[src/include/ulsu_defines.vh]
// Constants of the upper line-status logic: register map, fields, resets, sizes.
// Included by the design files; holds definitions only.
`ifndef ULSU_DEFINES_VH
`define ULSU_DEFINES_VH

// ******************************
// Register byte offsets (APB)
// ******************************
`define ULSU_OFS_RX_DATA      8'h00
`define ULSU_OFS_TX_DATA      8'h04
`define ULSU_OFS_LINE_STATUS  8'h08
`define ULSU_OFS_CTRL         8'h0C
`define ULSU_OFS_FRAME_CYC    8'h10

// ******************************
// Line status bit positions
// ******************************
`define ULSU_LS_DATA_READY    0
`define ULSU_LS_OVERRUN       1
`define ULSU_LS_PARITY        2
`define ULSU_LS_FRAMING       3
`define ULSU_LS_BREAK         4
`define ULSU_LS_THR_EMPTY     5
`define ULSU_LS_TX_EMPTY      6
`define ULSU_LS_FIFO_ERR      7

// ******************************
// Control bit positions and resets
// ******************************
`define ULSU_CTRL_FIFO_EN     0
`define ULSU_CTRL_TX_IEN      1
`define ULSU_CTRL_RESET       2'h0
`define ULSU_FRAME_CYC_RESET  16'h1B20

// ******************************
// Receive entry layout and FIFO sizes
// ******************************
`define ULSU_ENT_PE           8
`define ULSU_ENT_FE           9
`define ULSU_ENT_BI           10
`define ULSU_ENT_W            11
`define ULSU_FIFO_DEPTH       16
`define ULSU_PTR_W            4
`define ULSU_CNT_W            5
`define ULSU_LIMIT_FIFO       5'h10
`define ULSU_LIMIT_ONE        5'h01
`define ULSU_LS_RESET         8'h60

`endif

[src/design/ulsu_line_status.v]
// Upper line-status logic of one UART channel with its APB register slave.
// Assumes receiver and transmitter logic on sys_clk; rxLine is an asynchronous pin.
//
// Function
// Bit 7 high while any stored receive character has a parity, framing or break tag.
// Bit 7 clears only when no remaining stored character carries an error tag.
// Non-FIFO mode: bit 6 high when holding and shift registers are both empty.
// FIFO mode: bit 6 high when transmit FIFO and shift register are both empty.
// Non-FIFO mode: bit 5 sets when the holding character moves into the shift register.
// Non-FIFO mode: bit 5 clears at the CPU write into the holding register.
// FIFO mode: bit 5 sets when transmit FIFO empties, clears on any write.
// Transmit interrupt request while bit 5 set and transmit interrupt enabled.
// Bit 4 set when the receive line stays low for one whole frame time.
// Only one break character is stored per break, however long the line stays low.
// Bit 3 set when a received character lacks a valid stop bit.
// FIFO mode: framing flag shows the head character; each entry keeps its own tags.
// After reset break, framing and FIFO error flags read zero.
// Bit 2 flags bad parity; in FIFO mode it belongs to the head character.
// CPU writes to the line status register are ignored.
//
// Decided for this implementation: the APB register port and the register addresses.
`timescale 1ns/1ps
`default_nettype none
`include "ulsu_defines.vh"

module ulsu_line_status
(
   // Clock and reset
   input  wire         sys_clk,
   input  wire         resetn,
   // APB slave
   input  wire         psel,
   input  wire         penable,
   input  wire         pwrite,
   input  wire [7:0]   paddr,
   input  wire [31:0]  pwdata,
   output reg  [31:0]  prdata_reg,
   output reg          pready_reg,
   output reg          pslverr_reg,
   // Serial receive pin
   input  wire         rxLine,
   // Receiver character strobe
   input  wire         rxCharValid,
   input  wire [7:0]   rxCharData,
   input  wire         rxParityErr,
   input  wire         rxFramingErr,
   // Transmitter handshake
   input  wire         txShiftLoad,
   input  wire         txShiftEmpty,
   output reg          txPush_reg,
   output reg  [7:0]   txPushData_reg,
   // Status and interrupt
   output reg  [7:0]   lineStatus_reg,
   output reg          txIrq_reg
);

   // ******************************
   // Reset and pin synchronisers
   // ******************************
   reg        rstMeta_reg;
   reg        rstSyncN_reg;
   reg        rxMeta_reg;
   reg        rxSync_reg;

   always @(posedge sys_clk or negedge resetn)
   begin
      if (!resetn)
      begin
         rstMeta_reg  <= 1'b0;
         rstSyncN_reg <= 1'b0;
      end
      else
      begin
         rstMeta_reg  <= 1'b1;
         rstSyncN_reg <= rstMeta_reg;
      end
   end

   // Idle line is high, so the reset value avoids a false break
   always @(posedge sys_clk or negedge rstSyncN_reg)
   begin
      if (!rstSyncN_reg)
      begin
         rxMeta_reg <= 1'b1;
         rxSync_reg <= 1'b1;
      end
      else
      begin
         rxMeta_reg <= rxLine;
         rxSync_reg <= rxMeta_reg;
      end
   end

   // ******************************
   // APB decode
   // ******************************
   reg  [1:0]  ctrl_reg;
   reg  [15:0] frameCyc_reg;
   wire        fifoMode   = ctrl_reg[`ULSU_CTRL_FIFO_EN];
   wire        accessDone = psel & penable & pready_reg;
   wire        setupPhase = psel & ~penable;
   wire        hitRx      = (paddr == `ULSU_OFS_RX_DATA);
   wire        hitTx      = (paddr == `ULSU_OFS_TX_DATA);
   wire        hitLs      = (paddr == `ULSU_OFS_LINE_STATUS);
   wire        hitCtrl    = (paddr == `ULSU_OFS_CTRL);
   wire        hitFrame   = (paddr == `ULSU_OFS_FRAME_CYC);
   wire        mapped     = hitRx | hitTx | hitLs | hitCtrl | hitFrame;
   wire        cpuTxWrite = accessDone & pwrite & hitTx;
   wire        cpuRxPop   = accessDone & ~pwrite & hitRx;

   // ******************************
   // Break detection
   // ******************************
   reg  [15:0] lowCnt_reg;
   reg         breakArmed_reg;
   wire        breakEvent = ~rxSync_reg & breakArmed_reg & (lowCnt_reg >= frameCyc_reg);

   always @(posedge sys_clk or negedge rstSyncN_reg)
   begin
      if (!rstSyncN_reg)
      begin
         lowCnt_reg     <= 16'h0000;
         breakArmed_reg <= 1'b1;
      end
      else if (rxSync_reg)
      begin
         lowCnt_reg     <= 16'h0000;
         breakArmed_reg <= 1'b1;
      end
      else
      begin
         if (lowCnt_reg != 16'hFFFF)
         begin
            lowCnt_reg <= lowCnt_reg + 16'h0001;
         end
         // Disarm until the line returns high: one break entry per break
         if (breakEvent)
         begin
            breakArmed_reg <= 1'b0;
         end
      end
   end

   // ******************************
   // Receive FIFO with error tags
   // ******************************
   reg  [`ULSU_PTR_W-1:0] wrPtr_reg;
   reg  [`ULSU_PTR_W-1:0] rdPtr_reg;
   reg  [`ULSU_CNT_W-1:0] rxCnt_reg;
   reg  [`ULSU_CNT_W-1:0] errCnt_reg;
   reg                    overrun_reg;
   wire [`ULSU_ENT_W-1:0] headEntry;
   wire [`ULSU_CNT_W-1:0] rxLimit = fifoMode ? `ULSU_LIMIT_FIFO : `ULSU_LIMIT_ONE;
   wire                   rxEmpty = (rxCnt_reg == 0);
   wire                   rxFull  = (rxCnt_reg >= rxLimit);
   wire                   pushReq = rxCharValid | breakEvent;
   // A break also fails the stop bit, so it carries the framing tag too
   wire [`ULSU_ENT_W-1:0] pushEntry = breakEvent ? 11'h600 :
                                      {1'b0, rxFramingErr, rxParityErr, rxCharData};
   wire                   pushTagged = |pushEntry[`ULSU_ENT_BI:`ULSU_ENT_PE];
   wire                   popOk    = cpuRxPop & ~rxEmpty;
   wire                   pushOk   = pushReq & (~rxFull | popOk);
   wire                   headTagged = |headEntry[`ULSU_ENT_BI:`ULSU_ENT_PE];
   wire                   popTagged  = popOk & headTagged;
   // Read one ahead on a pop so the head tags never lag a cycle
   wire [`ULSU_PTR_W-1:0] rdAddrNext = popOk ? rdPtr_reg + 1'b1 : rdPtr_reg;

   ulsu_rx_fifo_mem u_rxMem
   (
      .clk        (sys_clk),
      .wrEn       (pushOk),
      .wrAddr     (wrPtr_reg),
      .wrData     (pushEntry),
      .rdAddr     (rdAddrNext),
      .rdData_reg (headEntry)
   );

   always @(posedge sys_clk or negedge rstSyncN_reg)
   begin
      if (!rstSyncN_reg)
      begin
         wrPtr_reg   <= {`ULSU_PTR_W{1'b0}};
         rdPtr_reg   <= {`ULSU_PTR_W{1'b0}};
         rxCnt_reg   <= {`ULSU_CNT_W{1'b0}};
         errCnt_reg  <= {`ULSU_CNT_W{1'b0}};
         overrun_reg <= 1'b0;
      end
      else
      begin
         if (pushOk)
         begin
            wrPtr_reg <= wrPtr_reg + 1'b1;
         end
         if (popOk)
         begin
            rdPtr_reg <= rdPtr_reg + 1'b1;
         end
         if (pushOk & ~popOk)
         begin
            rxCnt_reg <= rxCnt_reg + 1'b1;
         end
         else if (popOk & ~pushOk)
         begin
            rxCnt_reg <= rxCnt_reg - 1'b1;
         end
         // Count of tagged entries still stored
         if ((pushOk & pushTagged) & ~popTagged)
         begin
            errCnt_reg <= errCnt_reg + 1'b1;
         end
         else if (popTagged & ~(pushOk & pushTagged))
         begin
            errCnt_reg <= errCnt_reg - 1'b1;
         end
         // Overrun: incoming character dropped; a new one wins over the read clear
         if (pushReq & ~pushOk)
         begin
            overrun_reg <= 1'b1;
         end
         else if (accessDone & ~pwrite & hitLs)
         begin
            overrun_reg <= 1'b0;
         end
      end
   end

   // ******************************
   // Transmit holding / FIFO occupancy
   // ******************************
   reg  [`ULSU_CNT_W-1:0] txCnt_reg;
   wire [`ULSU_CNT_W-1:0] txLimit  = fifoMode ? `ULSU_LIMIT_FIFO : `ULSU_LIMIT_ONE;
   wire                   txAccept = cpuTxWrite & (txCnt_reg < txLimit);
   wire                   txTake   = txShiftLoad & (txCnt_reg != 0);
   reg  [`ULSU_CNT_W-1:0] txCnt_next;

   always @*
   begin
      txCnt_next = txCnt_reg;
      if (txAccept & ~txTake)
      begin
         txCnt_next = txCnt_reg + 1'b1;
      end
      else if (txTake & ~txAccept)
      begin
         txCnt_next = txCnt_reg - 1'b1;
      end
   end

   always @(posedge sys_clk or negedge rstSyncN_reg)
   begin
      if (!rstSyncN_reg)
      begin
         txCnt_reg      <= {`ULSU_CNT_W{1'b0}};
         txPush_reg     <= 1'b0;
         txPushData_reg <= 8'h00;
      end
      else
      begin
         txCnt_reg  <= txCnt_next;
         txPush_reg <= txAccept;
         if (txAccept)
         begin
            txPushData_reg <= pwdata[7:0];
         end
      end
   end

   // ******************************
   // Line status and interrupt
   // ******************************
   reg  [7:0] lineStatus_next;
   wire       headValid = ~rxEmpty;
   wire       thrEmptyNext = (txCnt_next == 0);

   always @*
   begin
      lineStatus_next = 8'h00;
      lineStatus_next[`ULSU_LS_DATA_READY] = headValid;
      lineStatus_next[`ULSU_LS_OVERRUN]    = overrun_reg;
      // Tags of the head entry only
      lineStatus_next[`ULSU_LS_PARITY]  = headValid & headEntry[`ULSU_ENT_PE];
      lineStatus_next[`ULSU_LS_FRAMING] = headValid & headEntry[`ULSU_ENT_FE];
      lineStatus_next[`ULSU_LS_BREAK]   = headValid & headEntry[`ULSU_ENT_BI];
      // Set when the last held character leaves, cleared by the write itself
      lineStatus_next[`ULSU_LS_THR_EMPTY] = thrEmptyNext;
      lineStatus_next[`ULSU_LS_TX_EMPTY]  = thrEmptyNext & txShiftEmpty;
      lineStatus_next[`ULSU_LS_FIFO_ERR]  = (errCnt_reg != 0);
   end

   always @(posedge sys_clk or negedge rstSyncN_reg)
   begin
      if (!rstSyncN_reg)
      begin
         lineStatus_reg <= `ULSU_LS_RESET;
         txIrq_reg      <= 1'b0;
      end
      else
      begin
         lineStatus_reg <= lineStatus_next;
         txIrq_reg      <= lineStatus_next[`ULSU_LS_THR_EMPTY] &
                           ctrl_reg[`ULSU_CTRL_TX_IEN];
      end
   end

   // ******************************
   // APB slave: no wait state, registered answer
   // ******************************
   reg [31:0] rdMux;

   always @*
   begin
      rdMux = 32'h00000000;
      if (hitRx)
      begin
         rdMux = {24'h000000, headValid ? headEntry[7:0] : 8'h00};
      end
      else if (hitLs)
      begin
         rdMux = {24'h000000, lineStatus_reg};
      end
      else if (hitCtrl)
      begin
         rdMux = {30'h00000000, ctrl_reg};
      end
      else if (hitFrame)
      begin
         rdMux = {16'h0000, frameCyc_reg};
      end
   end

   always @(posedge sys_clk or negedge rstSyncN_reg)
   begin
      if (!rstSyncN_reg)
      begin
         prdata_reg   <= 32'h00000000;
         pready_reg   <= 1'b0;
         pslverr_reg  <= 1'b0;
         ctrl_reg     <= `ULSU_CTRL_RESET;
         frameCyc_reg <= `ULSU_FRAME_CYC_RESET;
      end
      else
      begin
         if (setupPhase)
         begin
            pready_reg  <= 1'b1;
            pslverr_reg <= ~mapped;
            prdata_reg  <= pwrite ? 32'h00000000 : rdMux;
         end
         else if (accessDone)
         begin
            pready_reg  <= 1'b0;
            pslverr_reg <= 1'b0;
         end
         // Status register has no write path at all
         if (accessDone & pwrite & hitCtrl)
         begin
            ctrl_reg <= pwdata[1:0];
         end
         if (accessDone & pwrite & hitFrame)
         begin
            frameCyc_reg <= pwdata[15:0];
         end
      end
   end

endmodule // ulsu_line_status

`default_nettype wire

[src/design/ulsu_rx_fifo_mem.v]
// Receive FIFO storage: 16 entries of data plus error tags.
// Assumes one clock; read data is registered, so it trails the address by one edge.
`timescale 1ns/1ps
`default_nettype none
`include "ulsu_defines.vh"

module ulsu_rx_fifo_mem
(
   // Clock
   input  wire                     clk,
   // Write port
   input  wire                     wrEn,
   input  wire [`ULSU_PTR_W-1:0]   wrAddr,
   input  wire [`ULSU_ENT_W-1:0]   wrData,
   // Read port
   input  wire [`ULSU_PTR_W-1:0]   rdAddr,
   output reg  [`ULSU_ENT_W-1:0]   rdData_reg
);

   reg [`ULSU_ENT_W-1:0] mem [0:`ULSU_FIFO_DEPTH-1];

   always @(posedge clk)
   begin
      if (wrEn)
      begin
         mem[wrAddr] <= wrData;
      end
      // Write-first, so a push into an empty FIFO shows at once
      rdData_reg <= (wrEn && (wrAddr == rdAddr)) ? wrData : mem[rdAddr];
   end

endmodule // ulsu_rx_fifo_mem

`default_nettype wire

[config.mk]
export PLATFORM = sky130hd
export DESIGN_NAME = ulsu_line_status
export DESIGN_NICKNAME = d
export VERILOG_FILES = /design/src/design/ulsu_line_status.v /design/src/design/ulsu_rx_fifo_mem.v
export VERILOG_INCLUDE_DIRS = /design/src /design/src/include
export SDC_FILE = /design/constraint.sdc
export NUM_CORES = 1
export LEC_CHECK = 0
export BUFFER_PORTS_ARGS = -buffer_cell sky130_fd_sc_hd__buf_2
export CORE_MARGIN = 2
export CORE_UTILIZATION = 55
export CTS_CLUSTER_SIZE = 14
export DETAILED_ROUTE_END_ITERATION = 10
export GPL_TIMING_DRIVEN = 0
export PLACE_DENSITY_LB_ADDON = 0.12
export SETUP_SLACK_MARGIN = 0.2
export SLEW_MARGIN = 10
export SYNTH_ARGS = -nofsm -noshare
export SYNTH_HDL_FRONTEND = slang
export SYNTH_SLANG_ARGS = --single-unit
[constraint.sdc]
create_clock -name sys_clk -period 6.49 [get_ports sys_clk]
set_clock_uncertainty 0.15 [all_clocks]
set_input_delay 1.947 -clock sys_clk [delete_from_list [all_inputs] [get_ports sys_clk]]
set_output_delay 1.947 -clock sys_clk [all_outputs]
set_load 0.1 [all_outputs]
==> impl_metrics.py <==
metrics = {
    "synth": {
        "yosysUniqueCellTypes": 67,
        "synth_area_mm2": 0.01211,
        "ys.flop_type": "edfxtp_1",
        "synth_warnings": 0,
        "ys_ff_latch": 279,
        "syn_inst": 807,
        "synth_area_per_cell_um2": 15.00,
        "ys_seq_area_frac": 0.6489,
        "async_reset_ff_frac": 0.3548,
        "synth_edf_count": 176,
    },
    "drt": {
        "via_per_inst": 5.958,
        "routed_wl_mm": 26.68,
        "wl_per_cell_um": 21.71,
        "via_count": 7322,
        "firstDrtPassIters": 5,
        "ant_nets": 0,
        "route.detailed.drc": 0,
        "drt_iter0_drc": 454,
    },
    "sta": {
        "period_needed_ns": 5.770,
        "max-slew-margin-rel": 0.3213,
        "fmax_ghz": 0.1733,
        "finalSetupViolations": 0,
        "finalSetupTns_ns": 0,
        "tightest_slew_ns": 1.016,
        "hold_violations": 0,
        "rsz0062_at_grt": "no",
        "worst_slack_ns": 0.7200,
        "hold_ws_ns": 0.1325,
        "slew_violations": 0,
        "post-route-period-util": 0.8891,
    },
    "global_route": {
        "track_usage": 0.2314,
        "grt_start_max_net_pins": 65,
        "grt_pass1_wl_mm": 41.87,
        "antenna_found_initial": 0,
        "grt_pass1_vias": 7507,
        "overflow": 0,
    },
    "final_layout": {
        "fin_nets": 1025,
        "syn_to_final_growth_pct": 15.66,
        "fillers": 1548,
        "regMostFlops": "u_rxMem.mem",
        "multi_input_area_mm2": 0.003866,
        "seqCellArea_mm2": 0.007859,
        "final_core_util": 0.6456,
        "n_antenna_cell": 0,
        "post_layout_nonfiller_instances": 1229,
        "largest_reg_flops": 176,
        "design_area_mm2": 0.01400,
        "drive_above_1_share": 0.2518,
    },
    "setup_path": {
        "worstPathArrival_ns": 6.04,
        "r2r_cells": 13,
        "worst-setup-path-type": "in2reg",
        "worst_setup_path_end_kind": "flop",
        "startpoint": "paddr[1]",
        "r2r_setup_slack_ns": 1.68,
        "worstPathMaxFanout": 10,
        "startpoint_type": "input port",
        "cp_data_required_time_ns": 6.76,
        "reg2reg_to": "errCnt_reg[4]$_DFFE_PN0P_",
    },
    "placement": {
        "routabilityCongestion": 0.8714,
        "place_ws_ns": 0.2986,
        "dpl_cell_area_mm2": 0.01294,
        "dp_cells": 1179,
        "io_buffers": 75,
        "dp_hpwl_mm": 17.86,
    },
    "floorplan": {
        "die_y_um": 152.4,
        "fp.dieW_um": 152.4,
        "start_util": 0.5582,
        "design.core.area_mm2": 0.02169,
        "pin_count": 111,
        "die-area_mm2": 0.02321,
        "row_count": 54,
    },
    "clock_tree": {
        "worstSkewPairLatency_ns": 0.55,
        "clock-sinks": 279,
        "postCtsSetupBuffers": 0,
        "clockRootBuffer": "clkbuf_16",
        "cts.repair.resized": 0,
        "cts_made_buffers": 28,
        "cts_tree": "done",
        "h-tree-depth": 1,
        "cts_buffer_depth": 3,
        "clk_pin_slew_ns": 0.06,
        "hold_buffers": 0,
    },
    "power": {
        "powerDensity_mw_per_mm2": 332.1,
        "power_mw": 4.650,
        "irDropWorstVdd_uv": 221.1,
        "leakagePower_nw": 5.520,
    },
    "outcome": {
        "status": "complete, no violations",
    },
    "worst_hold_path": {
        "holdCritPathClass": "reg2async",
    },
    "flow_run": {
        "cap_violations": 0,
    },
}
-- worst max-delay path, stage by stage --
cell and delay, ns:
buf_2 0.09, or4_4 0.54, or3_2 0.50, nor4bb_1 0.36, clkbuf_2 0.28, or2_1 0.24
o21a_2 0.25, buf_4 0.20, o21a_1 0.17, ha_1 0.25, inv_1 0.11, ha_1 0.33
a21o_1 0.19, a21oi_1 0.17, xnor2_1 0.15, nor2_1 0.09, xor2_1 0.15
-- area by class of cell --
cell class,count,share of cell area
flip-flops and latches,279,0.5613
inverters,48,0.01287
plain buffers,52,0.01966
clock buffers,31,0.05237
multi-input cells,443,0.2761
clock inverters,19,0.02306
repair buffers,77,0.02958
well taps,280,0.02502
-- cell families (layout without fill, tap and decap cells) --
kind of cell / Yosys count / in the layout / share of synthesized area
AO/OA/AOI/OAI: 108 / 108 / 0.05861
XOR/XNOR: 27 / 27 / 0.01953
adder cells (fa/ha/maj): 37 / 37 / 0.03948
buffers and inverters: 100 / 227 / 0.03752
flip-flops: 279 / 279 / 0.6489
multiplexers: 72 / 72 / 0.1159
other: 2 / 17 / 0.0006204
AND/OR/NAND/NOR: 182 / 182 / 0.07949
-- power by group --
part	leakage (nW)	total [mW]	switching (mW)	internal (mW)
Sequential	2.85	2.12	0.104	2.01
Combinational	2.15	0.695	0.445	0.250
Clock	0.516	1.84	0.672	1.17
-- worst max-delay path by stage --
stage	endpoint	slack [ns]	cells past startpoint
3_3_place_gp	u_rxMem.mem[3][4]$_DFFE_PP_	0.05	8
6_report	errCnt_reg[4]$_DFFE_PN0P_	0.72	17
5_1_grt	errCnt_reg[4]$_DFFE_PN0P_	0.42	17
2_1_floorplan	errCnt_reg[4]$_DFFE_PN0P_	0.97	16
3_5_place_dp	errCnt_reg[4]$_DFFE_PN0P_	0.30	17
4_1_cts	errCnt_reg[4]$_DFFE_PN0P_	0.75	17
-- metal layers --
| metal | track usage | routed length [um] |
|---|---|---|
| met1 | 0.3153 | 11030 |
| met5 | 0 | 0 |
| met2 | 0.3953 | 13160 |
| met3 | 0.03527 | 1953 |
| met4 | 0.06142 | 535 |
-- cell usage after synthesis (all sizes together) (12+ instances only) --
library cell	n	area share
edfxtp	176	0.44
dfrtp	89	0.18
mux4	53	0.099
inv	48	0.015
nand2	47	0.015
ha	35	0.036
o21ai	34	0.014
nor2	32	0.0099
clkbuf	27	0.0085
buf	25	0.014
a21oi	22	0.0094
and3	20	0.010
xnor2	17	0.012
nor2b	16	0.0083
mux2	15	0.014
nor3	12	0.0050
-- cells in the final DEF, fill, tap and decap left out, drive strengths merged, types with 22 or more instances in the layout --
cell type  Yosys  final
nor2          32     32
nand2         47     47
buf           25    102
dfrtp         89     89
clkbuf        27     58
o21ai         34     34
ha            35     35
mux4          53     53
inv           48     49
a21oi         22     22
edfxtp       176    176
Note: power is estimated with default switching activity, not from simulation.
